$ cat src/pkg/atc_params.svh
`ifndef ATC_PARAMS_SVH
`define ATC_PARAMS_SVH

// ----------------------------------------------------------------
// Clock and timebase figures
// ----------------------------------------------------------------
`define ATC_CLK_HZ          20000000
`define ATC_TB_HZ           1000000
// System cycles in one half period of the 1 MHz timebase.
`define ATC_TB_HALF_CYC     ((`ATC_CLK_HZ / `ATC_TB_HZ) / 2)
`define ATC_TB_CNT_W        4

// ----------------------------------------------------------------
// Conversion deadline
// ----------------------------------------------------------------
`define ATC_CONV_LIMIT_NS   20000
// A longest time, so the division rounds down.
`define ATC_CONV_LIMIT_CYC  ((`ATC_CONV_LIMIT_NS * (`ATC_CLK_HZ / 1000000)) / 1000)
`define ATC_CONV_CNT_W      9

// ----------------------------------------------------------------
// Widths and reset values
// ----------------------------------------------------------------
`define ATC_CNT_W           16
`define ATC_DATA_W          16
`define ATC_CNT_RST         16'hFFFF
`define ATC_NUM_GP          2

`endif

$ cat src/pkg/atc_pkg.sv
`default_nettype none

package atc_pkg;

	// Conversion sequencer states.
	typedef enum logic [1:0] {
		ATC_CONV_IDLE,
		ATC_CONV_BUSY
	} atc_conv_state_type;

	// Gating style of a general-purpose counter.
	typedef enum logic {
		ATC_GATE_LEVEL,
		ATC_GATE_EDGE
	} atc_gate_mode_type;

endpackage

`default_nettype wire

$ cat src/pkg/atc_cnt_if.sv
`default_nettype none

`include "atc_params.svh"

// Control and status of one general-purpose counter.
interface atc_cnt_if;
	logic                      clk_level;
	logic                      gate_level;
	logic                      count_fall;
	atc_pkg::atc_gate_mode_type gate_mode;
	logic                      load;
	logic [`ATC_CNT_W-1:0]     load_value;
	logic [`ATC_CNT_W-1:0]     count;
	logic                      out;

	modport ctrl (
		output clk_level, gate_level, count_fall, gate_mode, load, load_value,
		input  count, out
	);
	modport cnt (
		input  clk_level, gate_level, count_fall, gate_mode, load, load_value,
		output count, out
	);
endinterface

`default_nettype wire

$ cat src/rtl/atc_gp_counter.sv
`default_nettype none

`include "atc_params.svh"

module atc_gp_counter (
	input  wire logic  clk_sys_in,
	input  wire logic  rst_in,
	atc_cnt_if.cnt     cif
);

	// ----------------------------------------------------------------
	// Edge detection of the synchronised counter clock
	// ----------------------------------------------------------------
	logic                  clk_prev_reg;
	logic                  gate_smp_reg;
	logic                  armed_reg;
	logic [`ATC_CNT_W-1:0] count_reg;
	logic                  out_reg;

	wire logic rise     = cif.clk_level & ~clk_prev_reg;
	wire logic fall     = ~cif.clk_level & clk_prev_reg;
	wire logic cnt_edge = cif.count_fall ? fall : rise;
	// Gate edge seen at a counter clock rising edge.
	wire logic gate_up  = rise & cif.gate_level & ~gate_smp_reg;
	wire logic run      = (cif.gate_mode == atc_pkg::ATC_GATE_EDGE) ? armed_reg : gate_smp_reg;

	// Previous clock level, used only for edge detection. It resets high like the
	// synchroniser, so leaving reset does not look like a rising clock edge.
	always_ff @(posedge clk_sys_in) begin
		if (rst_in) begin
			clk_prev_reg <= 1'b1;
		end else begin
			clk_prev_reg <= cif.clk_level;
		end
	end

	// gate sampled on rise
	// Resets to the pulled-up idle level, so no false gate edge arms the counter.
	always_ff @(posedge clk_sys_in) begin
		if (rst_in) begin
			gate_smp_reg <= 1'b1;
		end else if (rise) begin
			gate_smp_reg <= cif.gate_level;
		end
	end

	always_ff @(posedge clk_sys_in) begin
		if (rst_in || cif.load) begin
			armed_reg <= 1'b0;
		end else if (gate_up) begin
			armed_reg <= 1'b1;
		end
	end

	always_ff @(posedge clk_sys_in) begin
		if (rst_in) begin
			count_reg <= `ATC_CNT_RST;
		end else if (cif.load) begin
			count_reg <= cif.load_value;
		end else if (cnt_edge && run) begin
			count_reg <= count_reg - `ATC_CNT_W'(1);
		end
	end

	always_ff @(posedge clk_sys_in) begin
		if (rst_in) begin
			out_reg <= 1'b0;
		end else if (rise) begin
			out_reg <= (count_reg == '0);
		end
	end

	assign cif.count = count_reg;
	assign cif.out   = out_reg;

endmodule

`default_nettype wire

$ cat src/rtl/atc_timing.sv
`default_nettype none

`include "atc_params.svh"

module atc_timing (
	input  wire logic                   clk_sys_in,
	input  wire logic                   rst_in,
	input  wire logic                   acq_enable_in,
	input  wire logic                   ext_trig_select_in,
	input  wire logic [`ATC_CNT_W-1:0]  sample_interval_load_in,
	input  wire logic                   ext_convert_trigger_n_in,
	input  wire logic                   adc_done_in,
	input  wire logic [`ATC_DATA_W-1:0] adc_data_in,
	output logic                        conv_start_out,
	output logic                        fifo_write_out,
	output logic [`ATC_DATA_W-1:0]      fifo_data_out,
	output logic                        conv_timeout_out,
	output logic                        timebase_1mhz_out,
	input  wire logic                   counter1_clock_in,
	output logic                        counter1_out,
	input  wire logic                   cnt1_count_fall_in,
	input  wire logic                   cnt1_load_in,
	input  wire logic [`ATC_CNT_W-1:0]  cnt1_load_value_in,
	output logic [`ATC_CNT_W-1:0]       cnt1_count_out,
	input  wire logic                   counter2_gate_in,
	input  wire logic                   counter2_clock_in,
	output logic                        counter2_out,
	input  wire logic                   cnt2_count_fall_in,
	input  wire logic                   cnt2_edge_gated_in,
	input  wire logic                   cnt2_load_in,
	input  wire logic [`ATC_CNT_W-1:0]  cnt2_load_value_in,
	output logic [`ATC_CNT_W-1:0]       cnt2_count_out
);

	// ----------------------------------------------------------------
	// 1 MHz timebase
	// ----------------------------------------------------------------
	logic [`ATC_TB_CNT_W-1:0] tb_cnt_reg;
	logic                     tb_wave_reg;

	wire logic tb_half = (tb_cnt_reg == `ATC_TB_CNT_W'(`ATC_TB_HALF_CYC - 1));
	// One-cycle enable at each rising edge of the square wave.
	wire logic tb_tick = tb_half & ~tb_wave_reg;

	always_ff @(posedge clk_sys_in) begin
		if (rst_in) begin
			tb_cnt_reg  <= '0;
			tb_wave_reg <= 1'b0;
		end else if (tb_half) begin
			tb_cnt_reg  <= '0;
			tb_wave_reg <= ~tb_wave_reg;
		end else begin
			tb_cnt_reg  <= tb_cnt_reg + `ATC_TB_CNT_W'(1);
		end
	end

	assign timebase_1mhz_out = tb_wave_reg;

	// ----------------------------------------------------------------
	// Sample-interval counter (counter 0)
	// ----------------------------------------------------------------
	logic [`ATC_CNT_W-1:0] si_cnt_reg;
	logic                  si_out_reg;
	logic                  si_prev_reg;

	wire logic si_zero = (si_cnt_reg <= `ATC_CNT_W'(1));

	// pulse and reload
	// Output dips low for one microsecond at terminal count; its
	// return high is the edge that paces a conversion.
	always_ff @(posedge clk_sys_in) begin
		if (rst_in || !acq_enable_in) begin
			si_cnt_reg <= sample_interval_load_in;
			si_out_reg <= 1'b1;
		end else if (tb_tick) begin
			si_cnt_reg <= si_zero ? sample_interval_load_in : si_cnt_reg - `ATC_CNT_W'(1);
			si_out_reg <= ~si_zero;
		end
	end

	always_ff @(posedge clk_sys_in) begin
		if (rst_in) begin
			si_prev_reg <= 1'b1;
		end else begin
			si_prev_reg <= si_out_reg;
		end
	end

	wire logic sample_interval_out = si_out_reg;
	wire logic si_rise = sample_interval_out & ~si_prev_reg & acq_enable_in;

	// ----------------------------------------------------------------
	// External trigger synchroniser
	// ----------------------------------------------------------------
	// pin is input only
	logic ext_s1_reg;
	logic ext_s2_reg;
	logic ext_prev_reg;

	always_ff @(posedge clk_sys_in) begin
		if (rst_in) begin
			ext_s1_reg   <= 1'b1;
			ext_s2_reg   <= 1'b1;
			ext_prev_reg <= 1'b1;
		end else begin
			ext_s1_reg   <= ext_convert_trigger_n_in;
			ext_s2_reg   <= ext_s1_reg;
			ext_prev_reg <= ext_s2_reg;
		end
	end

	wire logic ext_rise = ext_s2_reg & ~ext_prev_reg;

	wire logic conv_req = ext_trig_select_in ? (ext_rise & acq_enable_in) : si_rise;

	// ----------------------------------------------------------------
	// Conversion sequencer
	// ----------------------------------------------------------------
	atc_pkg::atc_conv_state_type conv_state_reg;
	logic [`ATC_CONV_CNT_W-1:0]  conv_cnt_reg;
	logic                        start_reg;
	logic                        wr_reg;
	logic                        tmo_reg;
	logic [`ATC_DATA_W-1:0]      data_reg;

	wire logic idle = (conv_state_reg == atc_pkg::ATC_CONV_IDLE);
	wire logic conv_late = (conv_cnt_reg == `ATC_CONV_CNT_W'(`ATC_CONV_LIMIT_CYC - 1));
	wire logic conv_end  = !idle && (adc_done_in || conv_late);

	// ignore while busy
	// A late converter still yields a FIFO entry, holding the last
	// data word, so software sample counts stay in step.
	always_ff @(posedge clk_sys_in) begin
		if (rst_in) begin
			conv_state_reg <= atc_pkg::ATC_CONV_IDLE;
			conv_cnt_reg   <= '0;
		end else begin
			case (conv_state_reg)
				atc_pkg::ATC_CONV_IDLE: begin
					conv_cnt_reg <= '0;
					if (conv_req) begin
						conv_state_reg <= atc_pkg::ATC_CONV_BUSY;
					end
				end
				atc_pkg::ATC_CONV_BUSY: begin
					conv_cnt_reg <= conv_cnt_reg + `ATC_CONV_CNT_W'(1);
					if (conv_end) begin
						conv_state_reg <= atc_pkg::ATC_CONV_IDLE;
					end
				end
				default: begin
					conv_state_reg <= atc_pkg::ATC_CONV_IDLE;
				end
			endcase
		end
	end

	always_ff @(posedge clk_sys_in) begin
		if (rst_in) begin
			start_reg <= 1'b0;
			wr_reg    <= 1'b0;
			tmo_reg   <= 1'b0;
			data_reg  <= '0;
		end else begin
			start_reg <= idle & conv_req;
			wr_reg    <= conv_end;
			tmo_reg   <= conv_end & ~adc_done_in;
			if (conv_end && adc_done_in) begin
				data_reg <= adc_data_in;
			end
		end
	end

	assign conv_start_out   = start_reg;
	assign fifo_write_out   = wr_reg;
	assign conv_timeout_out = tmo_reg;
	assign fifo_data_out    = data_reg;

	// ----------------------------------------------------------------
	// General-purpose counters 1 and 2
	// ----------------------------------------------------------------
	atc_cnt_if cif [`ATC_NUM_GP] ();

	wire logic [`ATC_NUM_GP-1:0] pin_clk  = {counter2_clock_in, counter1_clock_in};
	wire logic [`ATC_NUM_GP-1:0] pin_gate = {counter2_gate_in, 1'b1};
	wire logic [`ATC_NUM_GP-1:0] cfg_fall = {cnt2_count_fall_in, cnt1_count_fall_in};
	wire logic [`ATC_NUM_GP-1:0] cfg_edge = {cnt2_edge_gated_in, 1'b0};
	wire logic [`ATC_NUM_GP-1:0] cfg_load = {cnt2_load_in, cnt1_load_in};
	wire logic [`ATC_CNT_W-1:0]  cfg_val [`ATC_NUM_GP];
	wire logic [`ATC_CNT_W-1:0]  cnt_val [`ATC_NUM_GP];
	wire logic [`ATC_NUM_GP-1:0] cnt_out;

	assign cfg_val[0] = cnt1_load_value_in;
	assign cfg_val[1] = cnt2_load_value_in;

	genvar gi;
	generate
		for (gi = 0; gi < `ATC_NUM_GP; gi++) begin : g_gp
			logic clk_s1_reg;
			logic clk_s2_reg;
			logic gate_s1_reg;
			logic gate_s2_reg;

			// Pin inputs pass two flip-flops before any logic sees them.
			always_ff @(posedge clk_sys_in) begin
				if (rst_in) begin
					clk_s1_reg  <= 1'b1;
					clk_s2_reg  <= 1'b1;
					gate_s1_reg <= 1'b1;
					gate_s2_reg <= 1'b1;
				end else begin
					clk_s1_reg  <= pin_clk[gi];
					clk_s2_reg  <= clk_s1_reg;
					gate_s1_reg <= pin_gate[gi];
					gate_s2_reg <= gate_s1_reg;
				end
			end

			assign cif[gi].clk_level  = clk_s2_reg;
			assign cif[gi].gate_level = gate_s2_reg;
			assign cif[gi].count_fall = cfg_fall[gi];
			assign cif[gi].gate_mode  = cfg_edge[gi] ? atc_pkg::ATC_GATE_EDGE
			                                         : atc_pkg::ATC_GATE_LEVEL;
			assign cif[gi].load       = cfg_load[gi];
			assign cif[gi].load_value = cfg_val[gi];
			assign cnt_val[gi]        = cif[gi].count;
			assign cnt_out[gi]        = cif[gi].out;

			atc_gp_counter u_cnt (
				.clk_sys_in (clk_sys_in),
				.rst_in     (rst_in),
				.cif        (cif[gi])
			);
		end
	endgenerate

	assign cnt1_count_out = cnt_val[0];
	assign cnt2_count_out = cnt_val[1];
	assign counter1_out   = cnt_out[0];
	assign counter2_out   = cnt_out[1];

endmodule

`default_nettype wire

$ cat config.mk
export PLATFORM = sky130hd
export DESIGN_NAME = atc_timing
export DESIGN_NICKNAME = d
export VERILOG_FILES = /design/src/pkg/atc_pkg.sv /design/src/pkg/atc_cnt_if.sv /design/src/rtl/atc_gp_counter.sv /design/src/rtl/atc_timing.sv
export VERILOG_INCLUDE_DIRS = /design/src /design/src/pkg
export SDC_FILE = /design/constraint.sdc
export NUM_CORES = 1
export LEC_CHECK = 0
export BUFFER_PORTS_ARGS = -buffer_cell sky130_fd_sc_hd__buf_2
export CORE_MARGIN = 4
export CORE_UTILIZATION = 53
export DETAILED_ROUTE_END_ITERATION = 16
export PLACE_DENSITY_LB_ADDON = 0.25
export SLEW_MARGIN = 20
export SYNTH_ARGS = -nofsm -noshare
export SYNTH_HDL_FRONTEND = slang
export SYNTH_HIERARCHICAL = 1
export SYNTH_SLANG_ARGS = --single-unit
$ cat constraint.sdc
create_clock -name clk_sys_in -period 2.3 [get_ports clk_sys_in]
set_input_delay 0.345 -clock clk_sys_in [delete_from_list [all_inputs] [get_ports clk_sys_in]]
set_output_delay 0.345 -clock clk_sys_in [all_outputs]
set_load 0.005 [all_outputs]
Yosys cells after proc, flatten, opt, wreduce, memory -nomap -nowiden:

Index checks and enable logic that the tools add are counted.
Widths: inputs -> output; s select.

* register bits: 100
* logic and storage cells: 95

* add/subtract/negate cells: 5
* order comparisons: 1
* equal/unequal tests: 5
* muxes and demuxes: 16
* bitwise gates (word level): 23
* reduce and logical (&&, ||, !) cells: 17

Operators by type and width (number)
* $mux 16: 7
* $sub 16x1->16 const B: 3
* $logic_not 16->1: 2
* $pmux 9 s2: 1
* $le 16x1->1 const B: 1
* $and 1x1->1: 13
* $not 1->1: 10
* $add 9x1->9 const B: 1
* $eq 9x9->1 const B: 1
* $reduce_bool 2->1: 4
* $mux 1: 5
* $add 4x1->4 const B: 1
* $eq 4x4->1 const B: 1
* $mux 2: 2
* $ne 2x2->1 const B: 2
* $pmux 2 s2: 1
* $logic_and 1x1->1: 3
* $logic_or 1x1->1: 3
* $eq 2x1->1 const B: 1
* $logic_not 1->1: 2
* $logic_not 2->1: 1
* $reduce_and 2->1: 1
* $reduce_or 2->1: 1

Depth between registers and ports, before layout:

* word-level depth: 6
* mapped depth: 7
* mapped depth without buffers: 6

By module:

The synthesis kept the hierarchy.

By module, submodules not included
* atc_timing: instances 1, cells each 268, area an instance 2558.7 µm², sequential area each 1381.3 µm²
* atc_gp_counter: instances 2, cells each 139, area an instance 1161.1 µm², sequential area each 400.4 µm²

Worst setup path after synthesis:

OpenSTA, ideal clock, no wires.

* path kind: reg-to-reg
* start: register g_gp[0].u_cnt.count_reg[2]
* end: register g_gp[0].u_cnt.count_reg[14]
* library setup time: 0.074 ns
* data arrival time: 2.006 ns
* required time: 2.226 ns
* path slack: 0.219 ns
* cell stages (with the launch flop): 5
* path buffers: 0
* cell sequence: dfxtp_1 or4_4 or4b_4 or4_1 a31oi_1

* cells in the longest elaborated chain, start to end: 3

RTL lines
* from (decl): line atc_gp_counter.sv:17 `` logic [`ATC_CNT_W-1:0] count_reg; ``
* from (signal assigned): line atc_gp_counter.sv:57 `` count_reg <= `ATC_CNT_RST; ``
* from (signal assigned): line atc_gp_counter.sv:59 `count_reg <= cif.load_value;`
* from (signal assigned): line atc_gp_counter.sv:61 `` count_reg <= count_reg - `ATC_CNT_W'(1); ``
* $sub 16x1->16: line atc_gp_counter.sv:61
* $mux 16: line atc_gp_counter.sv:60 `end else if (cnt_edge && run) begin`
* $mux 16: line atc_gp_counter.sv:58 `end else if (cif.load) begin`

No other way between the ends. The select of a mux whose other input is x is not followed.
A chain may end at the register's enable or synchronous reset.

Worst setup path in the final report:

* start: register g_gp[1].u_cnt.count_reg[9]
* end: register g_gp[1].u_cnt.count_reg[14]

* cells in the longest elaborated chain, start to end: 3

RTL lines (line)
* from (decl): atc_gp_counter.sv:17
* from (signal assigned): atc_gp_counter.sv:57
* from (signal assigned): atc_gp_counter.sv:59
* from (signal assigned): atc_gp_counter.sv:61
* $sub 16x1->16: atc_gp_counter.sv:61
* $mux 16: atc_gp_counter.sv:60
* $mux 16: atc_gp_counter.sv:58

No other way between the ends. The select of a mux whose other input is x is not followed.

==> results.md <==
- Status: finished clean
- Post-synthesis sequential area ratio: 0.447
- Rows: 34
- Critical-path maximum fanout: 6
- I/O pin count: between 100 and 150
- Sw Ratio: 0.272
- Worst vdd ir: 0.000366 V
- Worst slack, placed: between 0.15 and 0.2 ns
- Drt pass-1 iters: 4
- Post-synth top cells: dfxtp_1 (85), nand2_1 (54), nor2_1 (50), nor3_1 (34), a21oi_1 (28)
- Worst path top cell family by delay: simple AND/OR/NAND/NOR gates
- Top-count cell post-synth: dfxtp_1
- Die Height: approximately 100 um
- Relative slew slack: 0.411
- FILL cells: around 760
- Clock transition at path regs: about 0.11 ns
- Final Util: 0.662
- Worst Tran Pin Value: approximately 0.9 ns
- Post-route ant nets: 0
- Final Skew: around 0.012 ns
- Area delta synth->final: 20.1%
- First-pass GRT wire length: 18.8 mm
- Number of flip-flops under the largest register name: 32
- Clk_lat worst skew: ~0.37 ns
- Max Cap Viol: 0
- Post-CTS Setup Bufs: 0
- Peak Freq: 461 MHz
- CP Buf/Inv Count: 0
- Worst path arrival time: 2.47 ns
- Setup WS post-layout: 0.130 ns
- Core Region: between 8000 and 9000 um^2
- Violation count after the first detailed-routing iteration: 149
- Seq cells post-synth: 101
- WL/cell: about 14 um
- CP max stage cell: or4_1
- Power per cell area: around 600 nW/um^2
- Placed Cells incl. Taps: 768
- Detailed placement HPWL: just over 8 mm
- Fin crit period: roughly 2.2 ns
- DR vias: between 4,000 and 5,000
- Clock Power Share: 0.334
- Worst R2R End: g_gp[1].u_cnt/cif.count[14]$_SDFFE_PP1P_
- Fin. max-slew vios: 0
- Top-area cell type share of the netlist area: 0.349
- Initial antenna violation count: 0
- Total CTS buffers: 9
- Crit path launch: g_gp[1].u_cnt/cif.count[9]$_SDFFE_PP1P_
- Number of distinct library cells after synthesis: 54
- Max incr delay on CP: around 0.63 ns
- Post-synth EDFFs: 16
- Final hold vios: 0
- Worst R2R Start: g_gp[1].u_cnt/cif.count[9]$_SDFFE_PP1P_
- Clock sinks: between 100 and 150
- Worst Path Class, Setup: reg -> reg
- Required @ worst endpoint: around 2.6 ns
- Dominant cell type by area after synthesis: dfxtp_1
- GR Overflow Total: 0
- Mapped Area: between 4000 and 5000 um^2
- Setup TNS: 0 ns
- I/O Buffers: 131
- Cts hold-fix bufs: 0
- GRT Util Overall: 0.205
- CP cell instances: or4_1 > or4b_4 > or4_1 > a31oi_1
- Synth warn: 6
- Unrepaired setup endpoints after global routing: no
- Asr flop ratio synth: 0
- Clk buf depth: 2
- LEAKAGE: 2.25 nW
- Comb power frac: 0.111
- Setup crit start kind: register
- Hold_ws: roughly 0.15 ns
- Synth Instances: 546
- Die area: ~11,000 um^2
- Nets: between 700 and 800
- Critical path's most frequent cell: or4_1
- Mean Syn Cell Area: approximately 9 um^2
- Clock tree root buffer cell: clkbuf_8
- Fin crit share: 0.943
- Final setup violation count: 0
- Non-Filler Instances: a little under 800
- Post-synth top flop: dfxtp_1
- Number of gates resized after CTS: 0
- # H-tree levels: 3
- Routability cong.: between 0.8 and 0.9
- Minimum setup slack among reg-to-reg paths: ~0.13 ns
- Share of cells above drive strength 1: 0.303
- Switching power total: ~960 uW
- Hold Path Class: in -> reg
- Share of power burned in registers: 0.555
- Antenna cells: 0
- Number of global-route vias before repair: about 4,100
- Area contributors post-synth: dfxtp_1 (35%), edfxtp_1 (9.8%), nand2_1 (4.2%)
- Crit path depth: 4
- CP endpoint: g_gp[1].u_cnt/cif.count[14]$_SDFFE_PP1P_
- Reg2Reg Depth: 4
- Initial core utilization: 0.552
- DIE WIDTH: between 100 and 150 um
- Largest net degree at the start of global routing: 34
- CTS tree: built
- Setup crit end kind: register
- DRC viols: 0
- Number of vias per cell: between 5 and 6
- Internal cell power: about 2.6 mW
- Drt total wl: roughly 11 mm
[cell families after synthesis]
family | after synthesis | share of synthesized area
xor gates and xnor gates | 25 | 0.0449
adders and majority gates | 7 | 0.0179
and+or+nand+nor | 256 | 0.290
other | 2 | 0.00154
buffers and inverters | 42 | 0.0356
muxes | 6 | 0.0136
DFF | 101 | 0.447
AOI/OAI and AO/OA | 107 | 0.150
[through the flow]
stage	cell area [um^2]	power, mW
floorplan	4880	2.21
global placement	5640	2.37
detailed placement	5640	2.39
CTS	5860	3.57
global route	5860	3.71
finish	5860	3.53
[per-layer routing]
metal	vias to the layer above	wire length, um	global-route usage
met3	7	631	0.0602
met2	122	5410	0.347
met4	0	78	0.0532
met5	-	0	0
met1	1984	5140	0.257
li1	2210	-	-
[cells in the final DEF (no fill, tap or decap), types with 3 or more instances in the layout]
| cell type | synthesis | routed |
|---|---|---|
| o311a_1 | 4 | 4 |
| nor4_1 | 12 | 12 |
| and3_1 | 3 | 3 |
| nand3_1 | 8 | 8 |
| o311a_2 | 4 | 4 |
| nor2_1 | 50 | 50 |
| o31a_1 | 5 | 5 |
| a21oi_1 | 28 | 28 |
| edfxtp_1 | 16 | 16 |
| o21ai_0 | 17 | 17 |
| conb_1 | 2 | 3 |
| nor3_1 | 34 | 34 |
| o21a_1 | 4 | 4 |
| nand3b_1 | 24 | 24 |
| xor2_1 | 10 | 10 |
| or3_1 | 4 | 4 |
| buf_4 | 0 | 9 |
| inv_1 | 14 | 14 |
| or4_1 | 8 | 8 |
| nor2b_1 | 5 | 5 |
| o31ai_1 | 3 | 3 |
| a21oi_2 | 10 | 10 |
| or3_2 | 4 | 4 |
| buf_2 | 1 | 131 |
| a31oi_1 | 10 | 10 |
| nor3b_1 | 15 | 15 |
| and3b_1 | 4 | 4 |
| inv_6 | 0 | 3 |
| nand2b_1 | 4 | 4 |
| nand2_1 | 54 | 54 |
| dfxtp_1 | 85 | 85 |
| o211ai_1 | 10 | 10 |
| xnor2_1 | 15 | 15 |
| or2_2 | 15 | 15 |
| mux2_2 | 4 | 4 |
| clkbuf_8 | 0 | 9 |
| ha_1 | 7 | 7 |
[power by group through the flow]
stage | logic, mW | registers, mW | clock network [mW]
3_3_place_gp | 0.382 | 1.99 | 0
5_1_grt | 0.434 | 1.97 | 1.31
4_1_cts | 0.393 | 1.96 | 1.22
2_1_floorplan | 0.227 | 1.99 | 0
6_report | 0.390 | 1.96 | 1.18
3_5_place_dp | 0.391 | 2.00 | 0
[worst min path at each step]
| stage | from | end | slack (ns) | cells after the start |
|---|---|---|---|---|
| floorplan | g_gp[0].clk_s1_reg$_SDFF_PP1_ | cif[0].clk_level$_SDFF_PP1_ | 0.39 | 1 |
| global placement | ext_s1_reg$_SDFF_PP1_ | ext_s2_reg$_SDFF_PP1_ | 0.39 | 1 |
| detailed placement | g_gp[1].clk_s1_reg$_SDFF_PP1_ | cif[1].clk_level$_SDFF_PP1_ | 0.40 | 1 |
| CTS | ext_convert_trigger_n_in | ext_s1_reg$_SDFF_PP1_ | 0.13 | 2 |
| global route | ext_convert_trigger_n_in | ext_s1_reg$_SDFF_PP1_ | 0.14 | 2 |
| finish | ext_convert_trigger_n_in | ext_s1_reg$_SDFF_PP1_ | 0.15 | 2 |
[layout make-up]
type | instances | area, um^2 | area share
Clock buffer | 10 | 149 | 0.0254
Multi-Input combinational cell | 404 | 2530 | 0.431
Clock inverter | 6 | 70.1 | 0.0120
Sequential cell | 101 | 2180 | 0.372
Inverter | 14 | 52.6 | 0.00897
Tap cell | 108 | 135 | 0.0231
Timing Repair Buffer | 141 | 743 | 0.127
No activity file was read; power rests on OpenSTA's default activity.
